File: config.mk
export PLATFORM = sky130hd
export DESIGN_NAME = sec_ctrl
export DESIGN_NICKNAME = d
export VERILOG_FILES = /design/src/design/sec_zero_sel.v /design/src/design/sec_lane_stat.v /design/src/design/sec_ctrl.v
export VERILOG_INCLUDE_DIRS = /design/src /design/src/design
export SDC_FILE = /design/constraint.sdc
export NUM_CORES = 1
export LEC_CHECK = 0
export BUFFER_PORTS_ARGS = -buffer_cell sky130_fd_sc_hd__buf_4
export CORE_AREA = 8 8 275 251
export CTS_CLUSTER_DIAMETER = 50
export CTS_CLUSTER_SIZE = 25
export DETAILED_ROUTE_END_ITERATION = 7
export DIE_AREA = 0 0 283 259
export GPL_TIMING_DRIVEN = 0
export PLACE_DENSITY_LB_ADDON = 0.15
export SYNTH_ARGS = -nofsm -noshare
export SYNTH_HDL_FRONTEND = slang
export SYNTH_HIERARCHICAL = 1
export SYNTH_SLANG_ARGS = --single-unit
File: constraint.sdc
create_clock -name pclk -period 3.49 [get_ports pclk]
set_input_delay 0 -clock pclk [delete_from_list [all_inputs] [get_ports pclk]]
set_output_delay 0 -clock pclk [all_outputs]
set_load 0.01 [all_outputs]
File: src/design/sec_defines.vh
// Constants for the serial receiver equalizer control block.
// Assumes inclusion by every design file of the block; it holds definitions only.
`ifndef SEC_DEFINES_VH
`define SEC_DEFINES_VH

// Register indices; the byte address on the bus is four times the index.
`define SEC_IDX_GCTRL     10'h1c2
`define SEC_IDX_ZSEL      10'h1c3
`define SEC_IDX_IRQ_STAT  10'h1c4
`define SEC_IDX_IRQ_MASK  10'h1c5
`define SEC_IDX_LSET      10'h1d0
`define SEC_IDX_LSTAT     10'h1e0

// Reset values.
`define SEC_GCTRL_RST     8'h00
`define SEC_ZSEL_RST      8'h00
`define SEC_LSET_RST      8'h08
`define SEC_IRQ_RST       3'h0

// Global control field positions.
`define SEC_OVR_BIT       4
`define SEC_ZOVR_BIT      3
`define SEC_HOLD_BIT      2
`define SEC_MODE_HI       1
`define SEC_MODE_LO       0

// Lane setting and lane status field positions.
`define SEC_BOOST_HI      6
`define SEC_BOOST_LO      5
`define SEC_LEVEL_HI      4
`define SEC_LEVEL_LO      0
`define SEC_OVER_BIT      6
`define SEC_UNDER_BIT     5

// Equalizer modes.
`define SEC_MODE_OFF      2'h0
`define SEC_MODE_ON       2'h1
`define SEC_MODE_PRE      2'h2
`define SEC_MODE_POST     2'h3

// Line rates.
`define SEC_RATE_FULL     2'h0
`define SEC_RATE_HALF     2'h1
`define SEC_RATE_QUARTER  2'h2
`define SEC_RATE_EIGHTH   2'h3

// Zero frequency codes and their corner frequencies in MHz.
`define SEC_ZC_365        5'h1f
`define SEC_ZC_275        5'h1e
`define SEC_ZC_195        5'h1d
`define SEC_ZC_140        5'h1b
`define SEC_ZC_105        5'h19
`define SEC_ZC_75         5'h10
`define SEC_ZC_55         5'h08
`define SEC_ZC_50         5'h00
`define SEC_MHZ_365       9'h16d
`define SEC_MHZ_275       9'h113
`define SEC_MHZ_195       9'h0c3
`define SEC_MHZ_140       9'h08c
`define SEC_MHZ_105       9'h069
`define SEC_MHZ_75        9'h04b
`define SEC_MHZ_55        9'h037
`define SEC_MHZ_50        9'h032

// Interrupt status bits.
`define SEC_IRQ_OVER      0
`define SEC_IRQ_UNDER     1
`define SEC_IRQ_LEVEL     2

`endif

File: src/design/sec_zero_sel.v
// Zero frequency selection shared by all lanes.
// Assumes the line rate and control inputs are synchronous to pclk.
`timescale 1ns/100ps
`include "sec_defines.vh"

module sec_zero_sel (
   input  wire       pclk,
   input  wire       presetn,
   input  wire       zero_override,
   input  wire [4:0] zero_frequency_code,
   input  wire [1:0] line_rate,
   output reg  [4:0] zero_code_q,
   output reg  [8:0] zero_mhz_q
);

   reg [4:0] zero_code_d;

   function [8:0] code_mhz;
      input [4:0] c;
      begin
         case (c)
            `SEC_ZC_365: code_mhz = `SEC_MHZ_365;
            `SEC_ZC_275: code_mhz = `SEC_MHZ_275;
            `SEC_ZC_195: code_mhz = `SEC_MHZ_195;
            `SEC_ZC_140: code_mhz = `SEC_MHZ_140;
            `SEC_ZC_105: code_mhz = `SEC_MHZ_105;
            `SEC_ZC_75:  code_mhz = `SEC_MHZ_75;
            `SEC_ZC_55:  code_mhz = `SEC_MHZ_55;
            `SEC_ZC_50:  code_mhz = `SEC_MHZ_50;
            default:     code_mhz = 9'h000;
         endcase
      end
   endfunction

   always @* begin
      if (zero_override) begin
         zero_code_d = zero_frequency_code;
      end else begin
         case (line_rate)
            `SEC_RATE_FULL,
            `SEC_RATE_HALF:    zero_code_d = `SEC_ZC_365;
            `SEC_RATE_QUARTER: zero_code_d = `SEC_ZC_140;
            default:           zero_code_d = `SEC_ZC_55;
         endcase
      end
   end

   always @(posedge pclk or negedge presetn) begin
      if (!presetn) begin
         zero_code_q <= `SEC_ZC_365;
         zero_mhz_q  <= `SEC_MHZ_365;
      end else begin
         zero_code_q <= zero_code_d;
         zero_mhz_q  <= code_mhz(zero_code_d);
      end
   end

endmodule

File: src/design/sec_lane_stat.v
// Per-lane status capture: level in effect and cursor analysis flags.
// Assumes thermometer levels and flags arrive synchronous to pclk.
`timescale 1ns/100ps
`include "sec_defines.vh"

module sec_lane_stat #(
   parameter LANES = 16,
   parameter TW    = 16
) (
   input  wire              pclk,
   input  wire              presetn,
   input  wire [LANES*TW-1:0] therm_level,
   input  wire [LANES-1:0]  over_in,
   input  wire [LANES-1:0]  under_in,
   output reg  [LANES*5-1:0] level_in_effect_q,
   output reg  [LANES-1:0]  analysis_over_flag_q,
   output reg  [LANES-1:0]  analysis_under_flag_q
);

   function [4:0] ones;
      input [TW-1:0] t;
      integer i;
      begin
         ones = 5'h00;
         for (i = 0; i < TW; i = i + 1) begin
            ones = ones + {4'h0, t[i]};
         end
      end
   endfunction

   genvar g;
   generate
      for (g = 0; g < LANES; g = g + 1) begin : lane
         always @(posedge pclk or negedge presetn) begin
            if (!presetn) begin
               level_in_effect_q[g*5 +: 5] <= 5'h00;
            end else begin
               level_in_effect_q[g*5 +: 5] <= ones(therm_level[g*TW +: TW]);
            end
         end
      end
   endgenerate

   always @(posedge pclk or negedge presetn) begin
      if (!presetn) begin
         analysis_over_flag_q  <= {LANES{1'b0}};
         analysis_under_flag_q <= {LANES{1'b0}};
      end else begin
         analysis_over_flag_q  <= over_in;
         analysis_under_flag_q <= under_in;
      end
   end

endmodule

File: src/design/sec_ctrl.v
// Register bank controlling the receive equalizers of a multi-lane serial receiver.
// Assumes an APB master on pclk and analog equalizer signals synchronous to pclk.
`timescale 1ns/100ps
`include "sec_defines.vh"

module sec_ctrl #(
   parameter LANES = 16,
   parameter TW    = 16
) (
   input  wire                 pclk,
   input  wire                 presetn,
   input  wire [11:0]          paddr,
   input  wire                 psel,
   input  wire                 penable,
   input  wire                 pwrite,
   input  wire [31:0]          pwdata,
   output reg  [31:0]          prdata,
   output reg                  pready,
   output reg                  pslverr,
   input  wire [1:0]           line_rate,
   input  wire [LANES*TW-1:0]  therm_level,
   input  wire [LANES-1:0]     over_in,
   input  wire [LANES-1:0]     under_in,
   output reg  [1:0]           equalizer_mode_select,
   output reg                  eq_flat_max_gain,
   output reg                  eq_adaptive,
   output reg                  eq_pre_analysis,
   output reg                  eq_post_analysis,
   output reg                  level_override,
   output reg                  adaptation_hold,
   output reg  [LANES*5-1:0]   lane_level_code,
   output reg  [LANES*2-1:0]   lane_gain_boost,
   output wire [4:0]           zero_code_q,
   output wire [8:0]           zero_mhz_q,
   output reg                  irq
);

   reg  [7:0]         gctrl_q;
   reg  [7:0]         zsel_q;
   reg  [7:0]         lset_q [0:LANES-1];
   reg  [2:0]         irq_stat_q;
   reg  [2:0]         irq_mask_q;
   reg  [LANES-1:0]   over_prev_q;
   reg  [LANES-1:0]   under_prev_q;
   reg  [LANES*5-1:0] level_prev_q;
   reg  [31:0]        rdata_d;
   reg                err_d;
   reg  [2:0]         ev_d;

   wire [LANES*5-1:0] level_in_effect_q;
   wire [LANES-1:0]   analysis_over_flag_q;
   wire [LANES-1:0]   analysis_under_flag_q;
   wire [9:0]         idx;
   wire               aligned;
   wire               setup_ph;
   wire               wr_acc;
   wire [1:0]         mode;
   wire [5:0]         sel;
   wire               we_gctrl;
   wire               we_zsel;
   wire               we_istat;
   wire               we_imask;
   wire [LANES-1:0]   we_lset;
   reg                flat_d;
   reg                adaptive_d;
   reg                pre_d;
   reg                post_d;
   reg                override_d;
   reg                hold_d;

   // One-hot selects of the register map regions.
   localparam [5:0] SEL_GCTRL = 6'h01;
   localparam [5:0] SEL_ZSEL  = 6'h02;
   localparam [5:0] SEL_ISTAT = 6'h04;
   localparam [5:0] SEL_IMASK = 6'h08;
   localparam [5:0] SEL_LSET  = 6'h10;
   localparam [5:0] SEL_LSTAT = 6'h20;

   assign idx      = paddr[11:2];
   assign aligned  = (paddr[1:0] == 2'h0);
   assign setup_ph = psel & ~penable;
   assign wr_acc   = psel & penable & pready & pwrite & aligned;
   assign mode     = gctrl_q[`SEC_MODE_HI:`SEC_MODE_LO];
   assign sel      = map_sel(idx);
   assign we_gctrl = wr_acc & (sel == SEL_GCTRL);
   assign we_zsel  = wr_acc & (sel == SEL_ZSEL);
   assign we_istat = wr_acc & (sel == SEL_ISTAT);
   assign we_imask = wr_acc & (sel == SEL_IMASK);

   function is_lset;
      input [9:0] a;
      begin
         is_lset = (a >= `SEC_IDX_LSET) && (a < `SEC_IDX_LSET + LANES);
      end
   endfunction

   function is_lstat;
      input [9:0] a;
      begin
         is_lstat = (a >= `SEC_IDX_LSTAT) && (a < `SEC_IDX_LSTAT + LANES);
      end
   endfunction

   // one-hot map decode shared by the read mux and every write enable except the lane setting ones.
   function [5:0] map_sel;
      input [9:0] a;
      begin
         map_sel = 6'h00;
         if (a == `SEC_IDX_GCTRL) begin
            map_sel = SEL_GCTRL;
         end else if (a == `SEC_IDX_ZSEL) begin
            map_sel = SEL_ZSEL;
         end else if (a == `SEC_IDX_IRQ_STAT) begin
            map_sel = SEL_ISTAT;
         end else if (a == `SEC_IDX_IRQ_MASK) begin
            map_sel = SEL_IMASK;
         end else if (is_lset(a)) begin
            map_sel = SEL_LSET;
         end else if (is_lstat(a)) begin
            map_sel = SEL_LSTAT;
         end
      end
   endfunction

   // over and under flags sit above the level in a lane status byte.
   function [7:0] lane_status;
      input       over;
      input       under;
      input [4:0] level;
      begin
         lane_status                 = 8'h00;
         lane_status[`SEC_OVER_BIT]  = over;
         lane_status[`SEC_UNDER_BIT] = under;
         lane_status[4:0]            = level;
      end
   endfunction

   sec_lane_stat #(
      .LANES (LANES),
      .TW    (TW)
   ) u_stat (
      .pclk                  (pclk),
      .presetn               (presetn),
      .therm_level           (therm_level),
      .over_in               (over_in),
      .under_in              (under_in),
      .level_in_effect_q     (level_in_effect_q),
      .analysis_over_flag_q  (analysis_over_flag_q),
      .analysis_under_flag_q (analysis_under_flag_q)
   );

   sec_zero_sel u_zero (
      .pclk                (pclk),
      .presetn             (presetn),
      .zero_override       (gctrl_q[`SEC_ZOVR_BIT]),
      .zero_frequency_code (zsel_q[4:0]),
      .line_rate           (line_rate),
      .zero_code_q         (zero_code_q),
      .zero_mhz_q          (zero_mhz_q)
   );

   // Global control; reserved bits are stored as written.
   always @(posedge pclk or negedge presetn) begin
      if (!presetn) begin
         gctrl_q <= `SEC_GCTRL_RST;
      end else if (we_gctrl) begin
         gctrl_q <= pwdata[7:0];
      end
   end

   // Zero select; reserved bits are stored as written.
   always @(posedge pclk or negedge presetn) begin
      if (!presetn) begin
         zsel_q <= `SEC_ZSEL_RST;
      end else if (we_zsel) begin
         zsel_q <= pwdata[7:0];
      end
   end

   genvar g;
   generate
      for (g = 0; g < LANES; g = g + 1) begin : lane
         // lane n lives at the base index plus n.
         assign we_lset[g] = wr_acc & (idx == `SEC_IDX_LSET + g);

         always @(posedge pclk or negedge presetn) begin
            if (!presetn) begin
               lset_q[g] <= `SEC_LSET_RST;
            end else if (we_lset[g]) begin
               lset_q[g] <= pwdata[7:0];
            end
         end

         always @(posedge pclk or negedge presetn) begin
            if (!presetn) begin
               lane_level_code[g*5 +: 5] <= 5'h08;
               lane_gain_boost[g*2 +: 2] <= 2'h0;
            end else begin
               // level passed on unclamped; software keeps it in range.
               lane_level_code[g*5 +: 5] <= lset_q[g][`SEC_LEVEL_HI:`SEC_LEVEL_LO];
               lane_gain_boost[g*2 +: 2] <= lset_q[g][`SEC_BOOST_HI:`SEC_BOOST_LO];
            end
         end
      end
   endgenerate

   // one mode for all lanes, decoded once for every output.
   always @* begin
      flat_d     = (mode == `SEC_MODE_OFF);
      pre_d      = (mode == `SEC_MODE_PRE);
      post_d     = (mode == `SEC_MODE_POST);
      adaptive_d = (mode == `SEC_MODE_ON) & ~gctrl_q[`SEC_OVR_BIT];
      override_d = (mode == `SEC_MODE_ON) & gctrl_q[`SEC_OVR_BIT];
      // hold only in fully adaptive operation.
      hold_d     = adaptive_d & gctrl_q[`SEC_HOLD_BIT];
   end

   // Mode decode is registered so the analog side sees glitch-free levels.
   always @(posedge pclk or negedge presetn) begin
      if (!presetn) begin
         equalizer_mode_select <= `SEC_MODE_OFF;
         eq_flat_max_gain      <= 1'b1;
         eq_adaptive           <= 1'b0;
         eq_pre_analysis       <= 1'b0;
         eq_post_analysis      <= 1'b0;
         level_override        <= 1'b0;
         adaptation_hold       <= 1'b0;
      end else begin
         equalizer_mode_select <= mode;
         eq_flat_max_gain      <= flat_d;
         eq_adaptive           <= adaptive_d;
         eq_pre_analysis       <= pre_d;
         eq_post_analysis      <= post_d;
         level_override        <= override_d;
         adaptation_hold       <= hold_d;
      end
   end

   // Events: a new over flag, a new under flag, or any change of a level in effect.
   always @* begin
      ev_d                 = 3'h0;
      ev_d[`SEC_IRQ_OVER]  = |(analysis_over_flag_q & ~over_prev_q);
      ev_d[`SEC_IRQ_UNDER] = |(analysis_under_flag_q & ~under_prev_q);
      ev_d[`SEC_IRQ_LEVEL] = (level_in_effect_q != level_prev_q);
   end

   // Previous flag and level values for edge detection.
   always @(posedge pclk or negedge presetn) begin
      if (!presetn) begin
         over_prev_q  <= {LANES{1'b0}};
         under_prev_q <= {LANES{1'b0}};
         level_prev_q <= {LANES*5{1'b0}};
      end else begin
         over_prev_q  <= analysis_over_flag_q;
         under_prev_q <= analysis_under_flag_q;
         level_prev_q <= level_in_effect_q;
      end
   end

   // A new event beats a write-one clear in the same cycle, so none is lost.
   always @(posedge pclk or negedge presetn) begin
      if (!presetn) begin
         irq_stat_q <= `SEC_IRQ_RST;
      end else if (we_istat) begin
         irq_stat_q <= (irq_stat_q & ~pwdata[2:0]) | ev_d;
      end else begin
         irq_stat_q <= irq_stat_q | ev_d;
      end
   end

   always @(posedge pclk or negedge presetn) begin
      if (!presetn) begin
         irq_mask_q <= `SEC_IRQ_RST;
      end else if (we_imask) begin
         irq_mask_q <= pwdata[2:0];
      end
   end

   // The interrupt is a flop so the pin never glitches on a mask write.
   always @(posedge pclk or negedge presetn) begin
      if (!presetn) begin
         irq <= 1'b0;
      end else begin
         irq <= |(irq_stat_q & irq_mask_q);
      end
   end

   // Read mux; unmapped or unaligned addresses read zero and flag an error.
   always @* begin
      rdata_d = 32'h0000_0000;
      err_d   = 1'b0;
      if (!aligned) begin
         err_d = 1'b1;
      end else begin
         case (sel)
            SEL_GCTRL: rdata_d[7:0] = gctrl_q;
            SEL_ZSEL:  rdata_d[7:0] = zsel_q;
            SEL_ISTAT: rdata_d[2:0] = irq_stat_q;
            SEL_IMASK: rdata_d[2:0] = irq_mask_q;
            SEL_LSET:  rdata_d[7:0] = lset_q[idx[3:0]];
            // level in effect, with the analysis flags above it.
            SEL_LSTAT: rdata_d[7:0] = lane_status(analysis_over_flag_q[idx[3:0]],
                                                  analysis_under_flag_q[idx[3:0]],
                                                  level_in_effect_q[idx[3:0]*5 +: 5]);
            default:   err_d = 1'b1;
         endcase
      end
   end

   // Zero wait states: ready rises after reset and stays high.
   always @(posedge pclk or negedge presetn) begin
      if (!presetn) begin
         pready <= 1'b0;
      end else begin
         pready <= 1'b1;
      end
   end

   // Data and error are captured in the setup cycle and stand until the next one.
   always @(posedge pclk or negedge presetn) begin
      if (!presetn) begin
         prdata  <= 32'h0000_0000;
         pslverr <= 1'b0;
      end else if (setup_ph) begin
         prdata  <= pwrite ? 32'h0000_0000 : rdata_d;
         pslverr <= err_d;
      end
   end

endmodule

==> summary.txt <==
Floorplanning
  • Starting Density: 39.4%
  • Row count: 89
  • IO Pins: 508
  • Overall die area: 73300 sq um
  • Vertical die dimension: 259 um
  • Core Box Area: 64500 sq um
  • Die Span X: 283 um

Global route
  • Overall overflow remaining after global route: 0
  • Antenna violations before repair: 0
  • Wire length of the first global-routing pass: 106 mm
  • Largest net degree at the start of global routing: 132
  • Number of global-route vias before repair: 17900
  • All-layer global routing usage: 18.8%

Routing
  • DRC viols: 0
  • Total detailed-routing wirelength: 69.4 mm
  • Count of nets left with antenna violations after detail routing: 0
  • Routed vias/inst: 4.76
  • Routed length per placed instance: 20.6 um
  • Via count: 16000
  • Count of TritonRoute iterations in the first routing pass: 5
  • Iteration-0 DRC Markers: 1022

Clock tree
  • Clk buf depth: 3
  • Clock latency at the later pin of the worst-skew pair: 0.59 ns
  • Clock-pin slew of the registers on the worst-case setup and hold paths: 0.08 ns
  • Library cell used as clock root buffer: clkbuf_16
  • Clock tree from TritonCTS: yes
  • CTS sink count: 519
  • Number of buffers added by the clock tree synthesis step: 46
  • H-tree level count: 2
  • Resize count post-CTS: 0

Synth
  • Synthesis warning total: 6
  • Largest cells by area after synthesis: dfrtp_1, fa_1, mux2_2
  • Fraction of the yosys area taken by sequential cells: 51.3%
  • Number of flops mapped to enable cells by yosys: 0
  • Fraction of registers with async set/reset: 100%
  • Unique cell type count in the Yosys netlist: 67
  • Share of Yosys cell area claimed by the top area cell type: 46.8%
  • Seq cells post-synth: 519
  • Most used standard cell by instance count after synthesis: dfrtp_1
  • Top cell types by occurrence after synthesis: dfrtp_1, inv_1, fa_1, mux2_2, ha_1
  • Most instantiated flip-flop cell in the synthesis netlist: dfrtp_1
  • Synth area leader: dfrtp_1
  • Synthesized cell area: 25400 sq um
  • Post-synthesis instance total: 1864
  • Average instance area after synthesis: 13.6 sq um

Critical path
  • Critical path data arrival time: 3.59 ns
  • Highest fanout seen on the critical path: 6
  • Crit Path Class: in2reg
  • Critical path capture point type: flop
  • Register-to-register setup slack: 0.47 ns
  • Count of cells along the worst register-to-register path: 5
  • Required time worst endpoint: 4.02 ns
  • CP startpoint kind: input pin

Flow run
  • Maxcap violations: 0

Hold path
  • Number of instances on the worst hold path: 5
  • Hold WC Path Type: in2reg

STA
  • Clock period minus final worst setup slack: 3.06 ns
  • Unrepaired setup endpoints after global routing: no
  • Fin crit share: 87.8%
  • Number of pins with negative max-slew slack in the final report: 0
  • Final setup margin: 0.427 ns
  • Clk_skew: 0.0256 ns
  • Slew @ Worst Pin: 1.26 ns
  • Maximum achievable frequency: 0.327 GHz
  • Final setup vio count: 0
  • Hold violation count in the final report: 0
  • Minimum hold slack: 0.0482 ns
  • Tightest slew margin relative to the limit: 15.8%

Power
  • PD cells: 576 nW/um^2
  • Max VDD drop: 306 uV
  • Overall power: 18.7 mW
  • Leak pwr: 16.7 nW

Place
  • Worst slack at placement: -0.0174 ns
  • Input/output buffers: 453
  • Cell area after placement: 30100 sq um
  • Global placer's final weighted congestion: 0.873
  • HPWL Detailed: 54.4 mm

Cells and area
  • Area grow syn2layout: 28.0%
  • Fill cell instance count of the final layout: 5594
  • Proportion of layout cells with a drive suffix above 1: 34.9%
  • Count of nets after finishing: 3050
  • Antenna fix cells: 0
  • Cell area after layout: 32500 sq um

Outcome
  • Result of the run: finished clean
## final timing paths
check | startpoint | to
min | therm_level[102] | u_stat/level_in_effect_q[33]$_DFF_PN0_
max reg2reg | pready$_DFF_PN0_ | lset_q[39]$_DFFE_PN0P_
min reg2reg | lset_q[107]$_DFFE_PN1P_ | lane_level_code[13]$_DFF_PN1_
max in group asynchronous | presetn | lset_q[74]$_DFFE_PN0P_
min in group asynchronous | presetn | u_zero/zero_mhz_q[1]$_DFF_PN0_
max | paddr[1] | prdata[0]$_DFFE_PN0P_
## layer usage
metal  GRT usage [%]  up-vias  share of wire [%]
met5               0        -                  0
met4            5.87        0                2.9
met3            3.95      111                5.9
met2            32.3      481                 50
met1            23.8     8261                 41
li1                -     7171                  -
## area by class of cell
| cell class | count | area [sq um] | area share (%) |
|---|---|---|---|
| multi-input cells | 891 | 10500 | 32.3 |
| well taps | 864 | 1080 | 3.33 |
| clock inverters | 35 | 487 | 1.50 |
| plain buffers | 66 | 407 | 1.25 |
| repair buffers | 531 | 4260 | 13.1 |
| inverters | 411 | 1540 | 4.75 |
| flip-flops and latches | 519 | 13000 | 40.1 |
| clock buffers | 50 | 1190 | 3.65 |
## stage by stage
stage	instances	TNS (ns)	utilization, %
after floorplan	1887	0	-
after global placement	3204	-1359.47	46.5
after detailed placement	3208	-0.0174	46.7
after CTS	3367	0	50.4
after global routing	3367	0	50.4
final	3367	0	50.4
## sequential cells by signal, summed over array words and instances, names as in the netlist, 2 cells and up
| register | count |
|---|---|
| lane_level_code | 80 |
| u_zero/zero_mhz_q | 9 |
| equalizer_mode_select | 2 |
| over_prev_q | 16 |
| irq_mask_q | 3 |
| irq_stat_q | 3 |
| u_stat/level_in_effect_q | 80 |
| prdata | 8 |
| lset_q | 128 |
| gctrl_q | 8 |
| lane_gain_boost | 32 |
| u_stat/analysis_under_flag_q | 16 |
| u_stat/analysis_over_flag_q | 16 |
| under_prev_q | 16 |
| zsel_q | 8 |
| u_zero/zero_code_q | 5 |
| level_prev_q | 80 |
## power breakdown
group	internal, mW	total (mW)	switching (mW)
clock	2.91	5.56	2.65
combinational	2.73	5.43	2.69
sequential	6.93	7.72	0.797
total	12.6	18.7	6.14
## cells in the final DEF, fill, tap and decap left out, types with 23 or more instances in the layout
cell	netlist	routed
xor2_1	41	41
fa_1	161	161
clkbuf_16	0	47
xnor2_1	74	74
dlygate4sd3_1	0	74
buf_4	30	482
mux2_2	151	151
dfrtp_1	475	475
nand2_1	23	23
conb_1	2	25
inv_1	411	411
dfstp_2	44	44
mux4_2	61	61
ha_1	84	84
## worst max-delay path, cell delays in order
cell and delay (ns):
dlygate4sd3_1 0.53, buf_4 0.16, nor4_2 0.73, dlygate4sd3_1 0.85, nand4_1 0.12, dlygate4sd3_1 0.57, nand3_1 0.08, dlygate4sd3_1 0.54
## kinds of logic after synthesis
| group | after synthesis | synth area share [%] |
|---|---|---|
| mux | 231 | 12.9 |
| flops | 519 | 51.3 |
| compound gates | 133 | 3.78 |
| xor+xnor | 115 | 3.97 |
| buf+inv | 477 | 7.67 |
| fa+ha+maj | 245 | 16.8 |
| simple gates | 142 | 3.44 |
| other cells | 2 | 0.0296 |
## timing repair
action                                 4_1_cts  5_1_grt
hold buffers                                74        0
endpoints found under the hold margin      237        0
buffers inserted                             0        0
Note: power is estimated with default switching activity, not from simulation.
